<file path="config.mk">
export PLATFORM = sky130hd
export DESIGN_NAME = cbda_core
export DESIGN_NICKNAME = d
export VERILOG_FILES = /design/src/cbda_pkg.sv /design/src/cbda_core.sv
export SDC_FILE = /design/constraint.sdc
export NUM_CORES = 1
export LEC_CHECK = 0
export ABC_AREA = 1
export ABC_CLOCK_PERIOD_IN_PS = 12700
export BUFFER_PORTS_ARGS = -buffer_cell sky130_fd_sc_hd__buf_2
export CORE_MARGIN = 2
export CORE_UTILIZATION = 45
export DETAILED_ROUTE_END_ITERATION = 10
export PLACE_DENSITY = 0.72
export SKIP_CTS_REPAIR_TIMING = 1
export SLEW_MARGIN = 20
export SYNTH_ARGS = -nofsm -noshare
export SYNTH_HDL_FRONTEND = slang
export SYNTH_SLANG_ARGS = --single-unit
</file>
<file path="constraint.sdc">
create_clock -name pclk -period 12.7 [get_ports pclk]
set_input_delay 2.54 -clock pclk [delete_from_list [all_inputs] [get_ports pclk]]
set_output_delay 2.54 -clock pclk [all_outputs]
set_load 0.05 [all_outputs]
</file>
<file path="src/cbda_pkg.sv">
package cbda_pkg;

  // Operation codes presented by the sequencer.
  typedef enum logic [2:0] {
    OP_COMPARE    = 3'b000,
    OP_DEC_CARRY  = 3'b001,
    OP_DEC_ADD    = 3'b010,
    OP_COUNT_DOWN = 3'b011,
    OP_COUNT_DN2  = 3'b100,
    OP_IRQ_DIS    = 3'b101,
    OP_IRQ_EN     = 3'b110,
    OP_NONE       = 3'b111
  } cbda_op_e;

  // One request from the sequencer.
  typedef struct packed {
    cbda_op_e    op;
    logic        byte_mode;
    logic [15:0] src;
    logic [15:0] dst;
  } cbda_req_s;

  // One answer to the register file.
  typedef struct packed {
    logic        done;
    logic        write_dst;
    logic [15:0] data;
  } cbda_rsp_s;

  // Status word bit positions.
  localparam int BIT_C      = 0;
  localparam int BIT_Z      = 1;
  localparam int BIT_N      = 2;
  localparam int BIT_GIE    = 3;
  localparam int BIT_CPU_OFF_BIT = 4;
  localparam int BIT_OSCILLATOR_OFF_BIT = 5;
  localparam int BIT_V      = 8;

  // Masks and reset value of the status word.
  localparam logic [15:0] GIE_MASK = 16'h0008;
  localparam logic [15:0] SW_RESET = 16'h0000;
  localparam logic [15:0] SW_WMASK = 16'h013f;

  // Register offsets (byte addresses).
  localparam logic [11:0] OFS_STATUS = 12'h000;
  localparam logic [11:0] OFS_RESULT = 12'h004;
  localparam logic [11:0] OFS_INFO   = 12'h008;

  // Latency from a taken request to its answer.
  localparam int EXEC_CYCLES = 1;

endpackage : cbda_pkg

</file>
<file path="src/cbda_core.sv">
`timescale 1ns/1ps

// How it works
// - Compare adds the inverted source plus one to the destination and writes only the flags.
// - Compare sets negative, zero, carry out of the top bit and signed overflow from the difference.
// - Arithmetic operations never touch the oscillator-off, CPU-off or interrupt enable bits.
// - Decimal carry-add adds only the carry and sets carry when 9999 or 99 wraps to zero.
// - Decimal add sums packed BCD digits plus carry into the destination, leaving the source alone.
// - Decimal add sets negative from the top bit, zero on zero and carry past 9999 or 99.
// - Count-down subtracts one, zero only from one, carry cleared only from zero.
// - Count-down sets overflow only from 08000h (word) or 080h (byte).
// - Count-down-two subtracts two, zero only from two, carry cleared only from zero or one.
// - Interrupt disable clears the global enable bit and nothing else.
// - Interrupt enable sets the global enable bit and nothing else.
// - Clearing the enable may not block an interrupt already sampled by the sequencer.
// - After an interrupt enable the next instruction always runs before any interrupt.
module cbda_core
  import cbda_pkg::*;
(
  // Clock and reset.
  input  wire logic        pclk,
  input  wire logic        presetn,
  // APB slave.
  input  wire logic        psel,
  input  wire logic        penable,
  input  wire logic        pwrite,
  input  wire logic [11:0] paddr,
  input  wire logic [31:0] pwdata,
  output logic      [31:0] prdata,
  output logic             pready,
  output logic             pslverr,
  // Sequencer request.
  input  wire logic        exec_valid,
  input  wire cbda_req_s   exec_req,
  output logic             exec_ready,
  input  wire logic        insn_retire,
  // Answer to the register file.
  output cbda_rsp_s        exec_rsp,
  output logic      [15:0] status_word,
  output logic             irq_allow
);

  // Adds a and b with carry in; returns {v, c, result}.
  function automatic logic [17:0] add_flags(input logic [15:0] a, input logic [15:0] b,
                                            input logic cin, input logic bm);
    logic [16:0] s;
    logic        v;
    s = 17'h00000;
    v = 1'b0;
    if (bm)
    begin
      s[8:0] = {1'b0, a[7:0]} + {1'b0, b[7:0]} + {8'h00, cin};
      v = (a[7] == b[7]) && (s[7] != a[7]);
      return {v, s[8], 8'h00, s[7:0]};
    end
    s = {1'b0, a} + {1'b0, b} + {16'h0000, cin};
    v = (a[15] == b[15]) && (s[15] != a[15]);
    return {v, s[16], s[15:0]};
  endfunction : add_flags

  // Packed BCD add; returns {carry, result}. Non-BCD digits give no defined sum.
  function automatic logic [16:0] bcd_add(input logic [15:0] a, input logic [15:0] b,
                                          input logic cin, input logic bm);
    logic [4:0]  t;
    logic        c;
    logic [15:0] r;
    c = cin;
    r = 16'h0000;
    t = 5'h00;
    for (int i = 0; i < 4; i++)
    begin
      if (!bm || i < 2)
      begin
        t = {1'b0, a[i*4 +: 4]} + {1'b0, b[i*4 +: 4]} + {4'h0, c};
        c = (t > 5'h09);
        r[i*4 +: 4] = c ? 4'(t - 5'h0a) : t[3:0];
      end
    end
    return {c, r};
  endfunction : bcd_add

  // Top bit of a result for the width in use.
  function automatic logic msb_of(input logic [15:0] r, input logic bm);
    return bm ? r[7] : r[15];
  endfunction : msb_of

  logic        take;
  logic        apb_acc;
  logic        sw_wr;
  logic [15:0] next_sw;
  logic [15:0] next_res;
  logic        next_wr;
  logic [17:0] arith;
  logic [16:0] bcd;
  logic [15:0] res_hold;
  logic        irq_enable_op_shadow;
  cbda_req_s   req_q;
  logic [15:0] sw_before;

  // A status write from software waits while an instruction completes.
  assign apb_acc    = psel && penable;
  assign sw_wr      = apb_acc && pwrite && (paddr == OFS_STATUS);
  assign pready     = !(sw_wr && exec_valid);
  assign exec_ready = 1'b1;
  assign take       = exec_valid;

  // Result and flag computation for one request.
  always_comb
  begin
    next_sw  = status_word;
    next_res = exec_req.dst;
    next_wr  = 1'b0;
    arith    = 18'h00000;
    bcd      = 17'h00000;
    unique case (exec_req.op)
      OP_COMPARE:
      begin
        arith = add_flags(exec_req.dst, ~exec_req.src, 1'b1, exec_req.byte_mode);
        next_sw[BIT_N] = msb_of(arith[15:0], exec_req.byte_mode);
        next_sw[BIT_Z] = (arith[15:0] == 16'h0000);
        next_sw[BIT_C] = arith[16];
        next_sw[BIT_V] = arith[17];
      end
      OP_DEC_CARRY, OP_DEC_ADD:
      begin
        bcd = bcd_add(exec_req.dst, (exec_req.op == OP_DEC_ADD) ? exec_req.src : 16'h0000,
                      status_word[BIT_C], exec_req.byte_mode);
        next_res = bcd[15:0];
        next_wr  = 1'b1;
        // BCD flags, overflow left as is
        next_sw[BIT_N] = msb_of(bcd[15:0], exec_req.byte_mode);
        next_sw[BIT_Z] = (bcd[15:0] == 16'h0000);
        next_sw[BIT_C] = bcd[16];
      end
      OP_COUNT_DOWN, OP_COUNT_DN2:
      begin
        arith = add_flags(exec_req.dst, (exec_req.op == OP_COUNT_DOWN) ? 16'hfffe : 16'hfffd,
                          1'b1, exec_req.byte_mode);
        next_res = arith[15:0];
        next_wr  = 1'b1;
        next_sw[BIT_N] = msb_of(arith[15:0], exec_req.byte_mode);
        next_sw[BIT_Z] = (arith[15:0] == 16'h0000);
        next_sw[BIT_C] = arith[16];
        next_sw[BIT_V] = arith[17];
      end
      OP_IRQ_DIS:
        next_sw = status_word & ~GIE_MASK;
      OP_IRQ_EN:
        next_sw = status_word | GIE_MASK;
      OP_NONE:
        next_sw = status_word;
    endcase
    if (exec_req.op != OP_IRQ_DIS && exec_req.op != OP_IRQ_EN)
      next_sw[BIT_GIE] = status_word[BIT_GIE];
  end

  // Status word: instruction completion, else a software write.
  always_ff @(posedge pclk or negedge presetn)
  begin
    if (!presetn)
      status_word <= SW_RESET;
    else if (take)
      status_word <= next_sw;
    else if (sw_wr)
      status_word <= pwdata[15:0] & SW_WMASK;
  end

  // Answer to the register file, one cycle after the request.
  always_ff @(posedge pclk or negedge presetn)
  begin
    if (!presetn)
    begin
      exec_rsp <= '0;
      res_hold <= 16'h0000;
    end
    else
    begin
      exec_rsp.done      <= take;
      exec_rsp.write_dst <= take && next_wr;
      exec_rsp.data      <= take ? next_res : exec_rsp.data;
      res_hold           <= (take && next_wr) ? next_res : res_hold;
    end
  end

  // Last request and the status it saw; op and byte mode are read back, the rest serve the checks.
  always_ff @(posedge pclk or negedge presetn)
  begin
    if (!presetn)
    begin
      req_q     <= '{op: OP_NONE, byte_mode: 1'b0, src: 16'h0000, dst: 16'h0000};
      sw_before <= SW_RESET;
    end
    else if (take)
    begin
      req_q     <= exec_req;
      sw_before <= status_word;
    end
  end

  // Holds off interrupts until one more instruction has finished.
  always_ff @(posedge pclk or negedge presetn)
  begin
    if (!presetn)
      irq_enable_op_shadow <= 1'b0;
    else if (take && exec_req.op == OP_IRQ_EN)
      irq_enable_op_shadow <= 1'b1;
    else if (insn_retire || take)
      irq_enable_op_shadow <= 1'b0;
  end

  // no early block
  // An interrupt already sampled by the sequencer before the disable completes still runs.
  assign irq_allow = status_word[BIT_GIE] && !irq_enable_op_shadow;

  // Register read path; unmapped addresses answer with an error.
  always_comb
  begin
    prdata  = 32'h00000000;
    pslverr = 1'b0;
    if (apb_acc)
    begin
      unique case (paddr)
        OFS_STATUS: prdata = {16'h0000, status_word};
        OFS_RESULT: prdata = {16'h0000, res_hold};
        OFS_INFO:   prdata = {27'h0000000, irq_enable_op_shadow, req_q.byte_mode, req_q.op};
        default:    pslverr = 1'b1;
      endcase
    end
  end

  // Difference of the last request, worked out separately for the compare flag checks.
  logic [15:0] chk_diff;
  assign chk_diff = req_q.dst - req_q.src;
endmodule : cbda_core

</file>
* Word level (Yosys, flattened, before mapping) *
Index checks and enable logic that the tools add are counted.

operators by class
  reductions and logical operators = 31
  multiplexer cells = 43
  bitwise gates (word level) = 2
  $lt $le $gt $ge = 4
  eq/ne operators = 23
  add/subtract/negate cells = 20

operator list
  kind                                                                             number
  18-bit two-way mux                                                               6
  16-bit zero test                                                                 3
  16-bit case mux with 3 select lines                                              1
  4-bit two-way mux                                                                10
  16-bit by 16-bit adder with 17-bit output                                        2
  17-bit by 1-bit adder with 17-bit output, second input constant                  2
  16-bit two-way mux                                                               2
  16-bit case mux with 2 select lines                                              1
  4-bit by 4-bit adder with 5-bit output                                           4
  5-bit by 1-bit adder with 5-bit output                                           4
  5-bit by 4-bit greater-than comparator with 1-bit output, second input constant  4
  8-bit by 8-bit adder with 9-bit output                                           2
  9-bit by 1-bit adder with 9-bit output, second input constant                    2
  9-bit two-way mux                                                                2
  1-bit two-way mux                                                                17
  16-bit inverter                                                                  1
  4-bit subtractor, second input constant                                          4
  12-bit by 3-bit equality test with 1-bit output, second input constant           1
  12-bit by 4-bit equality test with 1-bit output, second input constant           1
  3-bit equality test, second input constant                                       4
  1-bit logical AND                                                                12
  12-bit zero test                                                                 1
  3-bit case mux with 3 select lines                                               1
  3-bit by 2-bit equality test with 1-bit output, second input constant            2
  other kinds (19)                                                                 34

word-level totals
  input bits = 87
  word-level logic and storage cells = 134
  bits in registers = 48

* Depth between registers and ports, before layout *
  depth in word-level cells = 21
  depth in mapped cells = 50

* Worst setup path after synthesis *
OpenSTA, ideal clock, no wires.

  path kind = input to register
  start point = input exec_req[33] (netlist name)
  end point = register status_word[1]
  data arrival time = 8.980 ns
  library setup time = 0.118 ns
  path buffers = 1
  path slack = 3.602 ns
  stages on the path = 48
  cell sequence = inv_2 > nand2_1 > nor2_1 > inv_1 > clkbuf_1 > nor2_1 > fa_1 > fa_1 > inv_1 > nand3_1 > nand3_2 > nand2_2 > inv_1 > fa_1 > inv_1 > fa_1 > or2_1 > nand3_2 > (+12 left out) > nand2_2 > inv_2 > o21ai_0 > fa_1 > inv_1 > fa_1 > xnor2_2 > nand2_1 > nand2_2 > nand2_1 > nand2_1 > nand3_1 > nand2_1 > nor2_1 > nand3_1 > nand4_1 > nand2_1 > nand2_1

on the way
  word-level cells in the longest chain between the ends = 21
  elaborated cells on any way between the ends = 56

RTL lines
  element                                                                                              RTL line                            RTL
  start, declared                                                                                      cbda_core.sv:34                     input wire cbda_req_s exec_req,
  3-bit by 2-bit equality test with 1-bit output                                                       cbda_core.sv:115, cbda_core.sv:126
  16-bit two-way mux                                                                                   cbda_core.sv:126                    bcd = bcd_add(exec_req.dst, (exec_req.op == OP_DEC_ADD) ? exec_req.src : 16'h0000,
  4-bit by 4-bit adder with 5-bit output                                                               cbda_core.sv:74                     t = {1'b0, a[i*4 +: 4]} + {1'b0, b[i*4 +: 4]} + {4'h0, c};
  5-bit by 1-bit adder with 5-bit output                                                               cbda_core.sv:74
  5-bit by 4-bit greater-than comparator with 1-bit output                                             cbda_core.sv:75                     c = (t > 5'h09);
  1-bit two-way mux                                                                                    cbda_core.sv:115                    unique case (exec_req.op)
  5-bit by 1-bit adder with 5-bit output                                                               cbda_core.sv:74
  5-bit by 4-bit greater-than comparator with 1-bit output                                             cbda_core.sv:75
  (+5 left out)                                                                                        n/a
  5-bit by 1-bit adder with 5-bit output                                                               cbda_core.sv:74
  4-bit subtractor / 5-bit by 4-bit greater-than comparator with 1-bit output (equally long branches)  cbda_core.sv:76, cbda_core.sv:75
  4-bit two-way mux                                                                                    cbda_core.sv:76                     r[i*4 +: 4] = c ? 4'(t - 5'h0a) : t[3:0];
  4-bit two-way mux                                                                                    cbda_core.sv:72                     if (!bm || i < 2)
  4-bit two-way mux                                                                                    cbda_core.sv:115
  16-bit zero test                                                                                     cbda_core.sv:132                    next_sw[BIT_Z] = (bcd[15:0] == 16'h0000);
  3-bit case mux with 3 select lines                                                                   cbda_core.sv:115
  9-bit two-way mux                                                                                    cbda_core.sv:162                    else if (take)
  end signal, assigned                                                                                 cbda_core.sv:163                    status_word <= next_sw;
  end signal, assigned                                                                                 cbda_core.sv:165                    status_word <= pwdata[15:0] & SW_WMASK;
  end, declared                                                                                        cbda_core.sv:39                     output logic [15:0] status_word,

Parallel ways exist; a longest one is shown, timed or not. The select of a mux whose other input is x is not followed.
A chain may end at the register's enable or synchronous reset.

* Final worst setup path *
  start point = input exec_req[33] (netlist name)
  end point = register status_word[2]

on the way
  word-level cells in the longest chain between the ends = 21
  elaborated cells on any way between the ends = 49

RTL lines
  element                                                                                              RTL line                            RTL
  3-bit by 2-bit equality test with 1-bit output                                                       cbda_core.sv:115, cbda_core.sv:126
  16-bit two-way mux                                                                                   cbda_core.sv:126
  4-bit by 4-bit adder with 5-bit output                                                               cbda_core.sv:74
  5-bit by 1-bit adder with 5-bit output                                                               cbda_core.sv:74
  5-bit by 4-bit greater-than comparator with 1-bit output                                             cbda_core.sv:75
  1-bit two-way mux                                                                                    cbda_core.sv:115
  5-bit by 1-bit adder with 5-bit output                                                               cbda_core.sv:74
  5-bit by 4-bit greater-than comparator with 1-bit output                                             cbda_core.sv:75
  (+5 left out)                                                                                        n/a
  5-bit by 1-bit adder with 5-bit output                                                               cbda_core.sv:74
  4-bit subtractor / 5-bit by 4-bit greater-than comparator with 1-bit output (equally long branches)  cbda_core.sv:76, cbda_core.sv:75
  4-bit two-way mux                                                                                    cbda_core.sv:76
  4-bit two-way mux                                                                                    cbda_core.sv:72
  4-bit two-way mux                                                                                    cbda_core.sv:115
  1-bit two-way mux                                                                                    cbda_core.sv:84                     return bm ? r[7] : r[15];
  3-bit case mux with 3 select lines                                                                   cbda_core.sv:115
  9-bit two-way mux                                                                                    cbda_core.sv:162

Parallel ways exist; a longest one is shown, timed or not. The select of a mux whose other input is x is not followed.

==> flow_summary.toml <==
[run_status]
status = "finished, final reports clean"

[logic_synthesis]
postSynthAreaPerCell_sq_um = 6.27
async_reset_ff_frac = 1.00
synth_area_sq_mm = 0.00561
synthCells = 895
netlist-cell-type-count = 54
synth-edff-count = 0
synth-seq-cells = 46
ys_seq_area_frac = 0.206
synth_ff_type = "dfrtp_1"
ys_warn_count = 0

[worst_setup_path]
slowest_stage = "fa_1"
worst-r2r-setup-slack_ps = 5510
cp.arrival_ps = 10210
cp-end-kind = "flop"
crit_type = "in -> reg"
cp-start-kind = "input port"
max_stage_delay_ps = 450
r2r_cells = 41
r2r-start = "status_word[0]$_DFFE_PN0P_"
path_max_fanout = 13
cp.required_ps = 12920
critPathMostFrequentCell = "nand2_1"
worstReg2RegEnd = "status_word[2]$_DFFE_PN0P_"

[power]
leakage_nw = 3.64
power.switching_uw = 268
vdd_ir_drop_max_uv = 65.8
p_int_uw = 331
power.switching_fraction = 0.448
powerDensity_mw_per_mm2 = 95.2
p_comb_frac = 0.483
pwr-share-clk = 0.216
pwr-share-seq = 0.301

[detailed_routing]
drt-total-wl_um = 14800
num_vias = 5702
wire_per_inst_um = 12.8
final_antenna_net_count = 0
drt_iter0_markers = 426
drtPass1Iterations = 5
vias_per_cell = 4.93
drc = 0

[global_route]
grt_pass1_wl_um = 24800
overflow = 0
grt_usage = 0.227
grt_max_degree = 47
grt_pass1_vias = 5300
antenna_found_initial = 0

[final_layout]
syn2layout_area_growth_pct = 12.2
diodes = 0
layout_commonest_cell = "nand2_1"
layout_common_cells = "nand2_1, inv_1, buf_2"
layout-drive-gt1-share = 0.177
fin_nets = 1121

[sta]
slew_violations = 0
max_slew_margin = 0.498
fin_crit_ps = 9990
holdWs_ps = 472
fin_skew_ps = 4.04
tightest_slew_ps = 753
finalCritPeriodShare = 0.786
setup_viol = 0
rsz0062_at_grt = "no"
hold_viol_final = 0
setup_tns_ps = 0
fmaxAchievable_mhz = 100

[clock_network]
cts_root_buffer = "clkbuf_16"
clk_pin_slew_ps = 60
htreeDepth = 2
cts_tree = "yes"
clock_sinks = 46
clock_latency_ps = 280
cts_buffers = 5
clock_path_buffers = 2

[die]
core-area_sq_mm = 0.0121
ios = 157
die_x_um = 116
rows = 40
dieArea_sq_mm = 0.0134
dieHeight_um = 116
initial_core_util = 0.463

[worst_hold_path]
worstHoldEndpoint = "exec_rsp[0]$_DFFE_PN0P_"
min_from = "exec_rsp[0]$_DFFE_PN0P_"
min_path_type = "reg -> reg"
worstHoldPathCells = 2

[place]
dp_hpwl_um = 12100
place.port_buffers = 105
place_congestion = 0.985

[flow_run]
maxCapViolCount = 0
==> power groups by stage <==
stage	Combinational [mW]	Sequential, mW	Clock [mW]
4_1_cts	0.288	0.180	0.131
5_1_grt	0.325	0.183	0.139
3_5_place_dp	0.286	0.183	0
3_3_place_gp	0.283	0.182	0
2_1_floorplan	0.185	0.220	0
6_report	0.289	0.180	0.130
==> how the worst max path moves through the flow <==
stage                       startpoint                          to  slack [ps]  cells past startpoint
after floorplan           exec_req[33]  status_word[1]$_DFFE_PN0P_        3600                     48
after global placement    exec_req[33]  status_word[1]$_DFFE_PN0P_        2560                     47
after detailed placement  exec_req[33]    res_hold[15]$_DFFE_PN0P_        2460                     46
after CTS                 exec_req[33]    res_hold[15]$_DFFE_PN0P_        2740                     46
after global routing      exec_req[33]  status_word[1]$_DFFE_PN0P_        1980                     48
final                     exec_req[33]  status_word[2]$_DFFE_PN0P_        2710                     47
==> critical path, delay by kind of cell <==
kind	cells	cell delay, ps
adders and majority gates	9	2870
and+or+nand+nor	21	2580
buffers and inverters	10	1120
AOI/OAI and AO/OA	5	600
xor gates and xnor gates	2	490
==> registers in the layout, indices dropped and copies added (netlist names) <==
signal / cells
exec_rsp: 18
res_hold: 16
req_q: 4
irq_enable_op_shadow: 1
status_word: 7
==> per-layer routing <==
| metal | track usage | wire length, um |
|---|---|---|
| met1 | 0.327 | 7010 |
| met2 | 0.367 | 6670 |
| met3 | 0.0282 | 903 |
| met4 | 0.0476 | 252 |
| met5 | 0 | 0 |
==> logic make-up after synthesis <==
| group | after synthesis | share of synthesized area |
|---|---|---|
| simple gates | 492 | 0.396 |
| mux | 1 | 0.00201 |
| other cells | 2 | 0.00134 |
| compound gates | 97 | 0.104 |
| flops | 46 | 0.206 |
| fa+ha+maj | 47 | 0.118 |
| buf+inv | 203 | 0.161 |
| xor+xnor | 7 | 0.0123 |
==> Yosys cell counts (2+ instances only) <==
library cell | number | share of area
a21o_1 | 2 | 0.0027
a21oi_1 | 25 | 0.022
a221oi_1 | 2 | 0.0031
a22oi_1 | 2 | 0.0027
a31oi_1 | 2 | 0.0022
and2_1 | 2 | 0.0022
buf_1 | 2 | 0.0013
buf_2 | 7 | 0.0062
buf_4 | 26 | 0.035
buf_6 | 4 | 0.0080
clkbuf_1 | 6 | 0.0040
conb_1 | 2 | 0.0013
dfrtp_1 | 43 | 0.19
dfstp_2 | 3 | 0.014
fa_1 | 10 | 0.036
ha_1 | 37 | 0.083
inv_1 | 146 | 0.098
inv_2 | 11 | 0.0074
nand2_1 | 277 | 0.19
nand2_2 | 11 | 0.012
nand2_4 | 2 | 0.0040
nand3_1 | 69 | 0.062
nand3_2 | 5 | 0.0089
nand4_1 | 9 | 0.010
nor2_1 | 77 | 0.052
nor2_2 | 7 | 0.0078
nor2_4 | 6 | 0.012
nor3_1 | 13 | 0.012
nor3_2 | 3 | 0.0054
o211ai_1 | 4 | 0.0054
o21ai_0 | 26 | 0.023
o21ai_1 | 14 | 0.012
o21bai_1 | 2 | 0.0027
o221ai_1 | 11 | 0.017
o22ai_1 | 3 | 0.0033
or2_4 | 2 | 0.0031
xor2_1 | 5 | 0.0078
==> area by class of cell <==
cell class	instances	area [sq um]
clock buffer	7	143
clock inverter	1	5.00
inverter	158	596
timing repair buffer	106	536
multi-input combinational	670	3650
tap	168	210
sequential	46	1150
fill	1336	5820
==> per-stage QoR <==
step / utilization / instance area (sq um) / total power, mW / setup WS [ps] / std cells
2_1_floorplan: - / 5700 / 0.405 / 3600 / 919
6_report: 0.519 / 6290 / 0.599 / 2710 / 1156
5_1_grt: 0.519 / 6290 / 0.647 / 1980 / 1156
3_5_place_dp: 0.507 / 6140 / 0.469 / 2460 / 1148
3_3_place_gp: 0.507 / 6140 / 0.466 / 2560 / 1148
4_1_cts: 0.519 / 6280 / 0.600 / 2740 / 1156
Power figures use the tool's default switching activity.
